[src/hdl/touch_consts.vh]
`ifndef TOUCH_CONSTS_VH
`define TOUCH_CONSTS_VH

// register indices on the link register port
`define ADDR_MEASURE_CTRL 7'h74
`define ADDR_TIMING_CTRL 7'h76
`define ADDR_PHYSICAL_CTRL 7'h78
`define ADDR_RESULT 7'h7a

// measure control fields
`define BIT_POLL 9
`define BIT_CONTINUOUS 8
`define BIT_ENABLE_HI 7
`define BIT_ENABLE_LO 1
`define BIT_PAIR 0
`define MEASURE_CTRL_RESET 10'h000

// timing control fields
`define RATE_HI 9
`define RATE_LO 8
`define SETTLE_HI 7
`define SETTLE_LO 4
`define BIT_SLOT_EN 3
`define SLOT_HI 2
`define SLOT_LO 0
`define TIMING_CTRL_RESET 10'h00e
`define SETTLE_NONE 4'hf
`define SLOT_RESERVED 3'h7
`define SLOT_BASE 4'h5

// physical control fields
`define POWER_HI 15
`define POWER_LO 14
`define BIT_WAKE_SCOPE 13
`define BIT_FIVE_WIRE 12
`define BIT_PEN_GATED 11
`define BIT_HOLD_DATA 9
`define POWER_OFF 2'h0
`define POWER_DETECT_WAKE 2'h1
`define POWER_DETECT_ONLY 2'h2
`define POWER_FULL 2'h3

// settling time in link frames per code
`define SETTLE_F0 9'h001
`define SETTLE_F1 9'h002
`define SETTLE_F2 9'h004
`define SETTLE_F3 9'h008
`define SETTLE_F4 9'h010
`define SETTLE_F5 9'h020
`define SETTLE_F6 9'h030
`define SETTLE_F7 9'h040
`define SETTLE_F8 9'h060
`define SETTLE_F9 9'h080
`define SETTLE_FA 9'h0a0
`define SETTLE_FB 9'h0c0
`define SETTLE_FC 9'h0e0
`define SETTLE_FD 9'h100
`define SETTLE_FE 9'h120

// continuous period in 48 kHz link frames
`define RATE_SLOW0 10'h200
`define RATE_SLOW1 10'h190
`define RATE_SLOW2 10'h138
`define RATE_SLOW3 10'h100
`define RATE_FAST0 10'h006
`define RATE_FAST1 10'h004
`define RATE_FAST2 10'h002
`define RATE_FAST3 10'h001

// result source codes
`define SRC_NONE 3'h0

`endif

[src/hdl/frame_delay.v]
`timescale 1ns/1ns
// counts link frame ticks after a load and pulses done on the last one
module frame_delay (
    input wire ref_clk,
    input wire rst_n,
    input wire load,
    input wire [8:0] frames,
    input wire frame_tick,
    output reg done
);
    reg [8:0] count_q;

    always @(posedge ref_clk) begin
        if (!rst_n) begin
            count_q <= 9'h000;
            done <= 1'b0;
        end else begin
            done <= 1'b0;
            if (load) begin
                count_q <= frames;
            end else if (frame_tick && count_q != 9'h000) begin
                count_q <= count_q - 9'h001;
                if (count_q == 9'h001) begin
                    done <= 1'b1;
                end
            end
        end
    end
endmodule

[src/hdl/touchpanel_measure_control.v]
`timescale 1ns/1ns
`include "touch_consts.vh"

// Contract
// - with continuous mode off, writing one to poll starts one measurement.
// - mode bit clear converts on poll only; set converts continuously.
// - bits 7 to 1 enable aux4..aux1, pressure, Y, X; all reset off.
// - pair mode clear gives one measurement per trigger; set gives paired set.
// - continuous rate field picks the period; fast set when settle code all ones.
// - settle field waits 1 to 288 link frames; code 1111 no wait, switches held at full digitiser power.
// - slot readback enable resets set; cleared, results only via register map.
// - slot field picks link slots 5 to 11, reset slot 11, 111 reserved.
// - power field: off, detect with wake, detect without wake, full digitiser.
// - wake scope clear wakes link only; set wakes link and whole device.
// - panel type bit clear four-wire, set five-wire switch sequencing.
// - result register holds pen state, source code and twelve-bit value.
// - hold-data set keeps the result until the host has read it.
// - pen gating set starts measurements only while the pen is down.
module touchpanel_measure_control (
    input wire ref_clk,
    input wire rst_n,
    input wire reg_wr_stb,
    input wire reg_rd_stb,
    input wire [6:0] reg_addr,
    input wire [15:0] reg_wdata,
    output reg [15:0] reg_rdata,
    input wire link_sync,
    input wire pen_down_pin,
    output reg conv_start,
    output reg [2:0] conv_source,
    input wire conv_done,
    input wire [11:0] conv_value,
    output wire switch_matrix_hold,
    output wire panel_five_wire,
    output wire pen_detect_en,
    output wire digitiser_en,
    output reg wake_link,
    output reg wake_device,
    output reg slot_valid,
    output reg [3:0] slot_number,
    output reg [15:0] slot_data
);
    localparam [2:0] ST_IDLE = 3'b001;
    localparam [2:0] ST_SETTLE = 3'b010;
    localparam [2:0] ST_CONVERT = 3'b100;

    function [8:0] settle_frames;
        input [3:0] code;
        begin
            case (code)
                4'h0: settle_frames = `SETTLE_F0;
                4'h1: settle_frames = `SETTLE_F1;
                4'h2: settle_frames = `SETTLE_F2;
                4'h3: settle_frames = `SETTLE_F3;
                4'h4: settle_frames = `SETTLE_F4;
                4'h5: settle_frames = `SETTLE_F5;
                4'h6: settle_frames = `SETTLE_F6;
                4'h7: settle_frames = `SETTLE_F7;
                4'h8: settle_frames = `SETTLE_F8;
                4'h9: settle_frames = `SETTLE_F9;
                4'ha: settle_frames = `SETTLE_FA;
                4'hb: settle_frames = `SETTLE_FB;
                4'hc: settle_frames = `SETTLE_FC;
                4'hd: settle_frames = `SETTLE_FD;
                4'he: settle_frames = `SETTLE_FE;
                default: settle_frames = 9'h000;
            endcase
        end
    endfunction

    function [9:0] rate_frames;
        input [1:0] code;
        input fast;
        begin
            case ({fast, code})
                3'b000: rate_frames = `RATE_SLOW0;
                3'b001: rate_frames = `RATE_SLOW1;
                3'b010: rate_frames = `RATE_SLOW2;
                3'b011: rate_frames = `RATE_SLOW3;
                3'b100: rate_frames = `RATE_FAST0;
                3'b101: rate_frames = `RATE_FAST1;
                3'b110: rate_frames = `RATE_FAST2;
                default: rate_frames = `RATE_FAST3;
            endcase
        end
    endfunction

    // one-hot of the lowest set bit: x first, aux4 last
    function [6:0] lowest_bit;
        input [6:0] m;
        begin
            lowest_bit = m & (~m + 7'h01);
        end
    endfunction

    function [2:0] source_code;
        input [6:0] one_hot;
        integer i;
        begin
            source_code = `SRC_NONE;
            for (i = 0; i < 7; i = i + 1) begin
                if (one_hot[i]) begin
                    source_code = i[2:0] + 3'h1;
                end
            end
        end
    endfunction

    reg [9:0] measure_ctrl_q;
    reg [9:0] timing_ctrl_q;
    reg [3:0] physical_hi_q;
    reg pen_gated_measure_q;
    reg hold_data_q;
    reg [15:0] result_q;
    reg unread_q;
    reg [2:0] state_q;
    reg [6:0] pending_q;
    reg [6:0] current_q;
    reg [9:0] rate_count_q;
    reg rate_due_q;
    reg sync_meta_q, sync_q, sync_last_q;
    reg pen_meta_q, pen_q, pen_last_q;

    wire frame_tick = sync_q & ~sync_last_q;
    wire poll_bit = measure_ctrl_q[`BIT_POLL];
    wire continuous_mode_sel = measure_ctrl_q[`BIT_CONTINUOUS];
    wire xy_pair_mode = measure_ctrl_q[`BIT_PAIR];
    wire [6:0] meas_enables = measure_ctrl_q[`BIT_ENABLE_HI:`BIT_ENABLE_LO];
    wire [1:0] conversion_rate_sel = timing_ctrl_q[`RATE_HI:`RATE_LO];
    wire [3:0] settle_time_sel = timing_ctrl_q[`SETTLE_HI:`SETTLE_LO];
    wire readback_slot_enable = timing_ctrl_q[`BIT_SLOT_EN];
    wire [2:0] readback_slot_sel = timing_ctrl_q[`SLOT_HI:`SLOT_LO];
    wire [1:0] digitiser_power_state = physical_hi_q[3:2];
    wire pen_wake_scope = physical_hi_q[1];
    wire no_settle = (settle_time_sel == `SETTLE_NONE);

    wire pen_ok = ~pen_gated_measure_q | pen_q;
    wire idle = state_q[0];
    wire poll_go = poll_bit & ~continuous_mode_sel & idle & pen_ok;
    wire cont_go = continuous_mode_sel & rate_due_q & idle & pen_ok;
    // single mode takes only the first enabled source per trigger
    wire [6:0] start_mask = xy_pair_mode ? meas_enables : lowest_bit(meas_enables);
    wire start = (poll_go | cont_go) & (start_mask != 7'h00);
    wire [6:0] next_src = lowest_bit(start ? start_mask : pending_q);
    wire settle_done;
    wire write_measure = reg_wr_stb && reg_addr == `ADDR_MEASURE_CTRL;
    wire read_result = reg_rd_stb && reg_addr == `ADDR_RESULT;
    wire store_ok = ~hold_data_q | ~unread_q;
    wire [15:0] new_result = {pen_q, source_code(current_q), conv_value};

    assign switch_matrix_hold = no_settle & digitiser_en;
    assign panel_five_wire = physical_hi_q[0];
    assign pen_detect_en = (digitiser_power_state != `POWER_OFF);
    assign digitiser_en = (digitiser_power_state == `POWER_FULL);

    frame_delay settle_timer (
        .ref_clk(ref_clk),
        .rst_n(rst_n),
        .load(start || (state_q[2] && conv_done)),
        .frames(settle_frames(settle_time_sel)),
        .frame_tick(frame_tick),
        .done(settle_done)
    );

    // link frame sync and pen pin come from outside this clock
    always @(posedge ref_clk) begin
        if (!rst_n) begin
            sync_meta_q <= 1'b0;
            sync_q <= 1'b0;
            sync_last_q <= 1'b0;
            pen_meta_q <= 1'b0;
            pen_q <= 1'b0;
            pen_last_q <= 1'b0;
        end else begin
            sync_meta_q <= link_sync;
            sync_q <= sync_meta_q;
            sync_last_q <= sync_q;
            pen_meta_q <= pen_down_pin;
            pen_q <= pen_meta_q;
            pen_last_q <= pen_q;
        end
    end

    always @(posedge ref_clk) begin
        if (!rst_n) begin
            measure_ctrl_q <= `MEASURE_CTRL_RESET;
            timing_ctrl_q <= `TIMING_CTRL_RESET;
            physical_hi_q <= 4'h0;
            pen_gated_measure_q <= 1'b0;
            hold_data_q <= 1'b0;
        end else begin
            if (write_measure) begin
                measure_ctrl_q <= reg_wdata[9:0];
            end else if (poll_go) begin
                measure_ctrl_q[`BIT_POLL] <= 1'b0;
            end
            if (reg_wr_stb && reg_addr == `ADDR_TIMING_CTRL) begin
                timing_ctrl_q <= reg_wdata[9:0];
            end
            if (reg_wr_stb && reg_addr == `ADDR_PHYSICAL_CTRL) begin
                physical_hi_q <= reg_wdata[15:12];
                pen_gated_measure_q <= reg_wdata[`BIT_PEN_GATED];
                hold_data_q <= reg_wdata[`BIT_HOLD_DATA];
            end
        end
    end

    // continuous period counted in link frames
    always @(posedge ref_clk) begin
        if (!rst_n) begin
            rate_count_q <= 10'h000;
            rate_due_q <= 1'b0;
        end else if (!continuous_mode_sel) begin
            rate_count_q <= 10'h000;
            rate_due_q <= 1'b0;
        end else begin
            // set wins: a period ending as the last one is taken is not lost
            if (cont_go) begin
                rate_due_q <= 1'b0;
            end
            if (frame_tick) begin
                if (rate_count_q + 10'h001 >= rate_frames(conversion_rate_sel, no_settle)) begin
                    rate_count_q <= 10'h000;
                    rate_due_q <= 1'b1;
                end else begin
                    rate_count_q <= rate_count_q + 10'h001;
                end
            end
        end
    end

    always @(posedge ref_clk) begin
        if (!rst_n) begin
            state_q <= ST_IDLE;
            pending_q <= 7'h00;
            current_q <= 7'h00;
            conv_start <= 1'b0;
            conv_source <= `SRC_NONE;
        end else begin
            conv_start <= 1'b0;
            case (state_q)
                ST_IDLE: begin
                    if (start) begin
                        pending_q <= start_mask & ~next_src;
                        current_q <= next_src;
                        conv_source <= source_code(next_src);
                        if (no_settle) begin
                            conv_start <= 1'b1;
                            state_q <= ST_CONVERT;
                        end else begin
                            state_q <= ST_SETTLE;
                        end
                    end
                end
                ST_SETTLE: begin
                    if (settle_done) begin
                        conv_start <= 1'b1;
                        state_q <= ST_CONVERT;
                    end
                end
                ST_CONVERT: begin
                    if (conv_done) begin
                        if (pending_q == 7'h00) begin
                            state_q <= ST_IDLE;
                        end else begin
                            pending_q <= pending_q & ~next_src;
                            current_q <= next_src;
                            conv_source <= source_code(next_src);
                            if (no_settle) begin
                                conv_start <= 1'b1;
                                state_q <= ST_CONVERT;
                            end else begin
                                state_q <= ST_SETTLE;
                            end
                        end
                    end
                end
                default: state_q <= ST_IDLE;
            endcase
        end
    end

    // results: register map unless hold-data keeps an unread one, link slot when enabled and not 111
    always @(posedge ref_clk) begin
        if (!rst_n) begin
            result_q <= 16'h0000;
            unread_q <= 1'b0;
            slot_valid <= 1'b0;
            slot_number <= 4'h0;
            slot_data <= 16'h0000;
        end else begin
            slot_valid <= 1'b0;
            if (state_q[2] && conv_done) begin
                if (store_ok) begin
                    result_q <= new_result;
                end
                unread_q <= 1'b1;
                if (readback_slot_enable && readback_slot_sel != `SLOT_RESERVED) begin
                    slot_valid <= 1'b1;
                    slot_number <= `SLOT_BASE + {1'b0, readback_slot_sel};
                    slot_data <= new_result;
                end
            end else if (read_result) begin
                unread_q <= 1'b0;
            end
        end
    end

    // a pen-down edge in detect-with-wake power wakes the link, and the device too when scoped so
    always @(posedge ref_clk) begin
        if (!rst_n) begin
            wake_link <= 1'b0;
            wake_device <= 1'b0;
        end else begin
            wake_link <= 1'b0;
            wake_device <= 1'b0;
            if (pen_q && !pen_last_q && digitiser_power_state == `POWER_DETECT_WAKE) begin
                wake_link <= 1'b1;
                wake_device <= pen_wake_scope;
            end
        end
    end

    always @(posedge ref_clk) begin
        if (!rst_n) begin
            reg_rdata <= 16'h0000;
        end else if (reg_rd_stb) begin
            case (reg_addr)
                `ADDR_MEASURE_CTRL: reg_rdata <= {6'h00, measure_ctrl_q};
                `ADDR_TIMING_CTRL: reg_rdata <= {6'h00, timing_ctrl_q};
                `ADDR_PHYSICAL_CTRL: reg_rdata <= {physical_hi_q, pen_gated_measure_q,
                                                   1'b0, hold_data_q, 9'h000};
                // live pen state, held source and value
                `ADDR_RESULT: reg_rdata <= {pen_q, result_q[14:0]};
                default: reg_rdata <= 16'h0000;
            endcase
        end
    end
endmodule

[config.mk]
export PLATFORM = sky130hd
export DESIGN_NAME = touchpanel_measure_control
export DESIGN_NICKNAME = d
export VERILOG_FILES = /design/src/hdl/frame_delay.v /design/src/hdl/touchpanel_measure_control.v
export VERILOG_INCLUDE_DIRS = /design/src /design/src/hdl
export SDC_FILE = /design/constraint.sdc
export NUM_CORES = 1
export LEC_CHECK = 0
export BUFFER_PORTS_ARGS = -buffer_cell sky130_fd_sc_hd__buf_2
export CELL_PAD_IN_SITES_DETAIL_PLACEMENT = 0
export CELL_PAD_IN_SITES_GLOBAL_PLACEMENT = 1
export CORE_ASPECT_RATIO = 0.8
export CORE_MARGIN = 5
export CORE_UTILIZATION = 39
export CTS_CLUSTER_DIAMETER = 60
export DETAILED_ROUTE_END_ITERATION = 7
export PLACE_DENSITY_LB_ADDON = 0.1
export SYNTH_ARGS = -nofsm -noshare
export SYNTH_HDL_FRONTEND = slang
export SYNTH_HIERARCHICAL = 1
export SYNTH_SLANG_ARGS = --single-unit
[constraint.sdc]
create_clock -name ref_clk -period 2.2 [get_ports ref_clk]
set_input_delay 0.22 -clock ref_clk [delete_from_list [all_inputs] [get_ports ref_clk]]
set_output_delay 0.22 -clock ref_clk [all_outputs]
set_load 0.03 [all_outputs]
==> reports/metrics.yaml <==
timing:
  min_period_over_period: 0.973
  tightest_slew_ns: 0.583
  finalCriticalPeriod_ns: 2.14
  layout_setup_ws_ns: 0.0600
  max_freq_mhz: 467
  skew_ns: 0.00652
  maxSlewViolCount: 0
  final-hold-violation-count: 0
  setup_viol: 0
  slew_headroom: 0.611
cells_and_area:
  fin_util: 0.525
  stdcell_count: 1137
  stdcell_area_mm2: 0.00838
  final_common_cell: "dfxtp_1"
  antennaDiodeCount: 0
  areaGrowthSynthToFinish_pct: 30.8
  layout_common_cells: "128 x dfxtp_1, 119 x nand2_1, 87 x buf_2"
  fin_nets: 969
  drive_gt1_frac: 0.275
place:
  dp_hpwl_um: 14000
  place_congestion: 0.854
  place_ws_ns: -0.136
  io_buffers: 87
  dp_cells: 1094
  place_area_mm2: 0.00745
clock_network:
  clockRootBuffer: "clkbuf_16"
  cts_tree: "yes"
  cts_buffers: 17
  clkLatencyLatePin_ns: 0.43
  cts_max_level: 4
  cts.sinks: 138
  clock_path_buffers: 2
  clkTransAtPathRegs_ns: 0.06
setup_path:
  crit_required_ns: 2.53
  cp_max_fo: 5
  arrival_ns: 2.47
  rr_endpoint: "rate_count_q[1]"
  crit_slowest_cell: "dfxtp_4"
  r2r_slack_ns: 0.06
  end_kind: "flip-flop"
  reg2reg_depth: 9
  cp_cell_sequence: "ha_4 -> nand3_4 -> xnor2_2 -> ha_4 -> a21o_1 -> a211oi_2 -> o211a_4 -> o21ai_4 -> a221oi_2"
  crit_top_cell: "ha_4"
  crit_family: "compound AO/OA/AOI/OAI gates"
  crit_type: "flip-flop to flip-flop"
  worst-path-buf-inv: 0
  max_stage_delay_ns: 0.38
  start_kind: "flip-flop"
  reg2reg_from: "rate_count_q[0]"
routing:
  ant_nets: 0
  wl_per_cell_um: 17.0
  drc: 0
  routed_wl_um: 19300
  vias_per_cell: 5.39
  vias: 6131
  first_pass_iters: 5
  first_iter_violations: 358
floorplanning:
  dieArea_mm2: 0.0191
  core.rowCount: 41
  dieHeight_um: 125
  start_util: 0.401
  io_pins: 89
  core_mm2: 0.0160
  die_w_um: 153
yosys:
  synth_edf_count: 0
  ys_seq_area_frac: 0.431
  synth_nets: 829
  syn_area_mm2: 0.00640
  syn_inst: 769
  avgSynthCellArea_um2: 8.33
  synth_cell_types: 69
  synth_warnings: 6
  synth_ff_type: "dfxtp_1"
  ys_seq_elements: 138
  async_reset_ff_frac: 0
run:
  maxCapViolations: 0
worst_hold_path:
  hold_depth: 3
  worst_hold_path.endpoint: "timing_ctrl_q[1]"
  hp-class: "input pin to flip-flop"
  min-delay-start: "reg_wdata[1]"
status:
  status: "completed"
power_and_ir_drop:
  ir_worst_vdd_uv: 521
  p_int_mw: 4.14
  p_per_area_mw_per_mm2: 645
  seq_power_share: 0.463
  p_leak_nw: 3.22
  p_sw_mw: 1.26
  pwr-share-clk: 0.507
  netSwitchingFraction: 0.233
  p_comb_frac: 0.030
global_routing:
  grt_max_degree: 54
  grt_pass1_vias: 5824
  gr-total-overflow: 0
  track_usage: 0.197
  antenna_found_initial: 0
  grt_pass1_wl_um: 30600
worst reg2reg max path, cell delays in order, from the launching register on:
cell and delay, ns:
dfxtp_4 0.38, ha_4 0.15, nand3_4 0.10, xnor2_2 0.20, ha_4 0.24, a21o_1 0.16
a211oi_2 0.21, o211a_4 0.23, o21ai_4 0.10, a221oi_2 0.28
kinds of logic after synthesis:
family          after synthesis  synth area share
simple gates                313             0.245
compound gates              199             0.204
flops                       138             0.431
buf+inv                      73            0.0449
xor+xnor                     21            0.0287
fa+ha+maj                    18            0.0352
mux                           7            0.0111
power groups by stage:
stage	clock (mW)	sequential, mW	combinational (mW)
2_1_floorplan	0	2.56	0.0680
3_3_place_gp	0	2.56	0.152
3_5_place_dp	0	2.56	0.155
4_1_cts	2.79	2.51	0.159
5_1_grt	2.92	2.50	0.174
6_report	2.74	2.50	0.160
routing by layer:
layer | wire (µm) | track usage
met5 | 0 | 0
met4 | 419 | 0.0697
met3 | 984 | 0.0518
met2 | 8840 | 0.303
met1 | 9070 | 0.267
final cells by class:
cell class	instances	area, µm²
clock buffers	19	443
clock inverters	13	120
fillers	1477	7580
multi-input cells	559	3610
inverters	30	113
well taps	215	269
repair buffers	163	1030
flip-flops and latches	138	2790
Yosys cell counts, types with 4 or more instances:
| library cell | n | area, µm² |
|---|---|---|
| buf_2 | 5 | 25.0 |
| xnor2_1 | 14 | 123 |
| clkbuf_1 | 34 | 128 |
| nand2b_1 | 15 | 93.8 |
| nor3b_1 | 5 | 37.5 |
| and2_1 | 26 | 163 |
| nor3_1 | 21 | 105 |
| nand2_1 | 119 | 447 |
| o211ai_1 | 7 | 52.6 |
| nand3b_1 | 5 | 37.5 |
| dfxtp_1 | 138 | 2760 |
| nor2_1 | 42 | 158 |
| ha_1 | 18 | 225 |
| nor2b_1 | 4 | 25.0 |
| or3_1 | 4 | 25.0 |
| xor2_1 | 7 | 61.3 |
| a21oi_1 | 75 | 375 |
| a211oi_1 | 24 | 180 |
| nand4_1 | 6 | 37.5 |
| o21ai_0 | 19 | 95.1 |
| a22oi_1 | 8 | 60.1 |
| nor4_1 | 7 | 43.8 |
| o22ai_1 | 14 | 87.6 |
| a222oi_1 | 9 | 90.1 |
| nand3_1 | 34 | 170 |
| and3_1 | 6 | 37.5 |
| mux2i_1 | 6 | 60.1 |
| inv_1 | 28 | 105 |
| o21a_1 | 4 | 30.0 |
| a21o_1 | 5 | 37.5 |
through the flow:
step / TNS (ns) / hold slack [ns] / power (mW)
2_1_floorplan: 0 / 0.344 / 2.63
3_3_place_gp: -0.0342 / 0.427 / 2.71
3_5_place_dp: -0.642 / 0.418 / 2.72
4_1_cts: 0 / 0.0124 / 5.46
5_1_grt: -0.118 / 0.0112 / 5.59
6_report: 0 / 0.0260 / 5.41
worst max-delay path by stage:
stage                           startpoint              end  slack [ns]  depth (start not counted)
after floorplan            rate_count_q[0]  rate_count_q[1]        0.02                          9
after global placement     rate_count_q[0]  rate_count_q[1]       -0.03                          9
after detailed placement   rate_count_q[0]  rate_count_q[1]       -0.14                          9
after CTS                 timing_ctrl_q[5]  rate_count_q[1]       0.007                          9
after global routing       rate_count_q[3]  rate_count_q[1]       -0.06                          9
final                      rate_count_q[0]  rate_count_q[1]        0.06                          9
sequential cells by signal, indices dropped and copies added, names as in the netlist, 3 cells and up, named ones only:
| name | count |
|---|---|
| current_q | 7 |
| state_q | 3 |
| settle_timer/count_q | 9 |
| measure_ctrl_q | 10 |
| slot_data | 16 |
| result_q | 15 |
| timing_ctrl_q | 10 |
| rate_count_q | 10 |
| reg_rdata | 16 |
| physical_hi_q | 4 |
| pending_q | 7 |
| slot_number | 4 |
| conv_source | 3 |
repair_timing:
action | 4_1_cts | 5_1_grt
hold buffers | 2 | 0
setup buffers | 3 | 5
gates cloned | 1 | 0
pin swaps | 7 | 18
setup endpoints to repair | 10 | 17
hold endpoints to repair | 2 | 0
resized for setup | 19 | 39
Note: power is estimated with default switching activity, not from simulation.
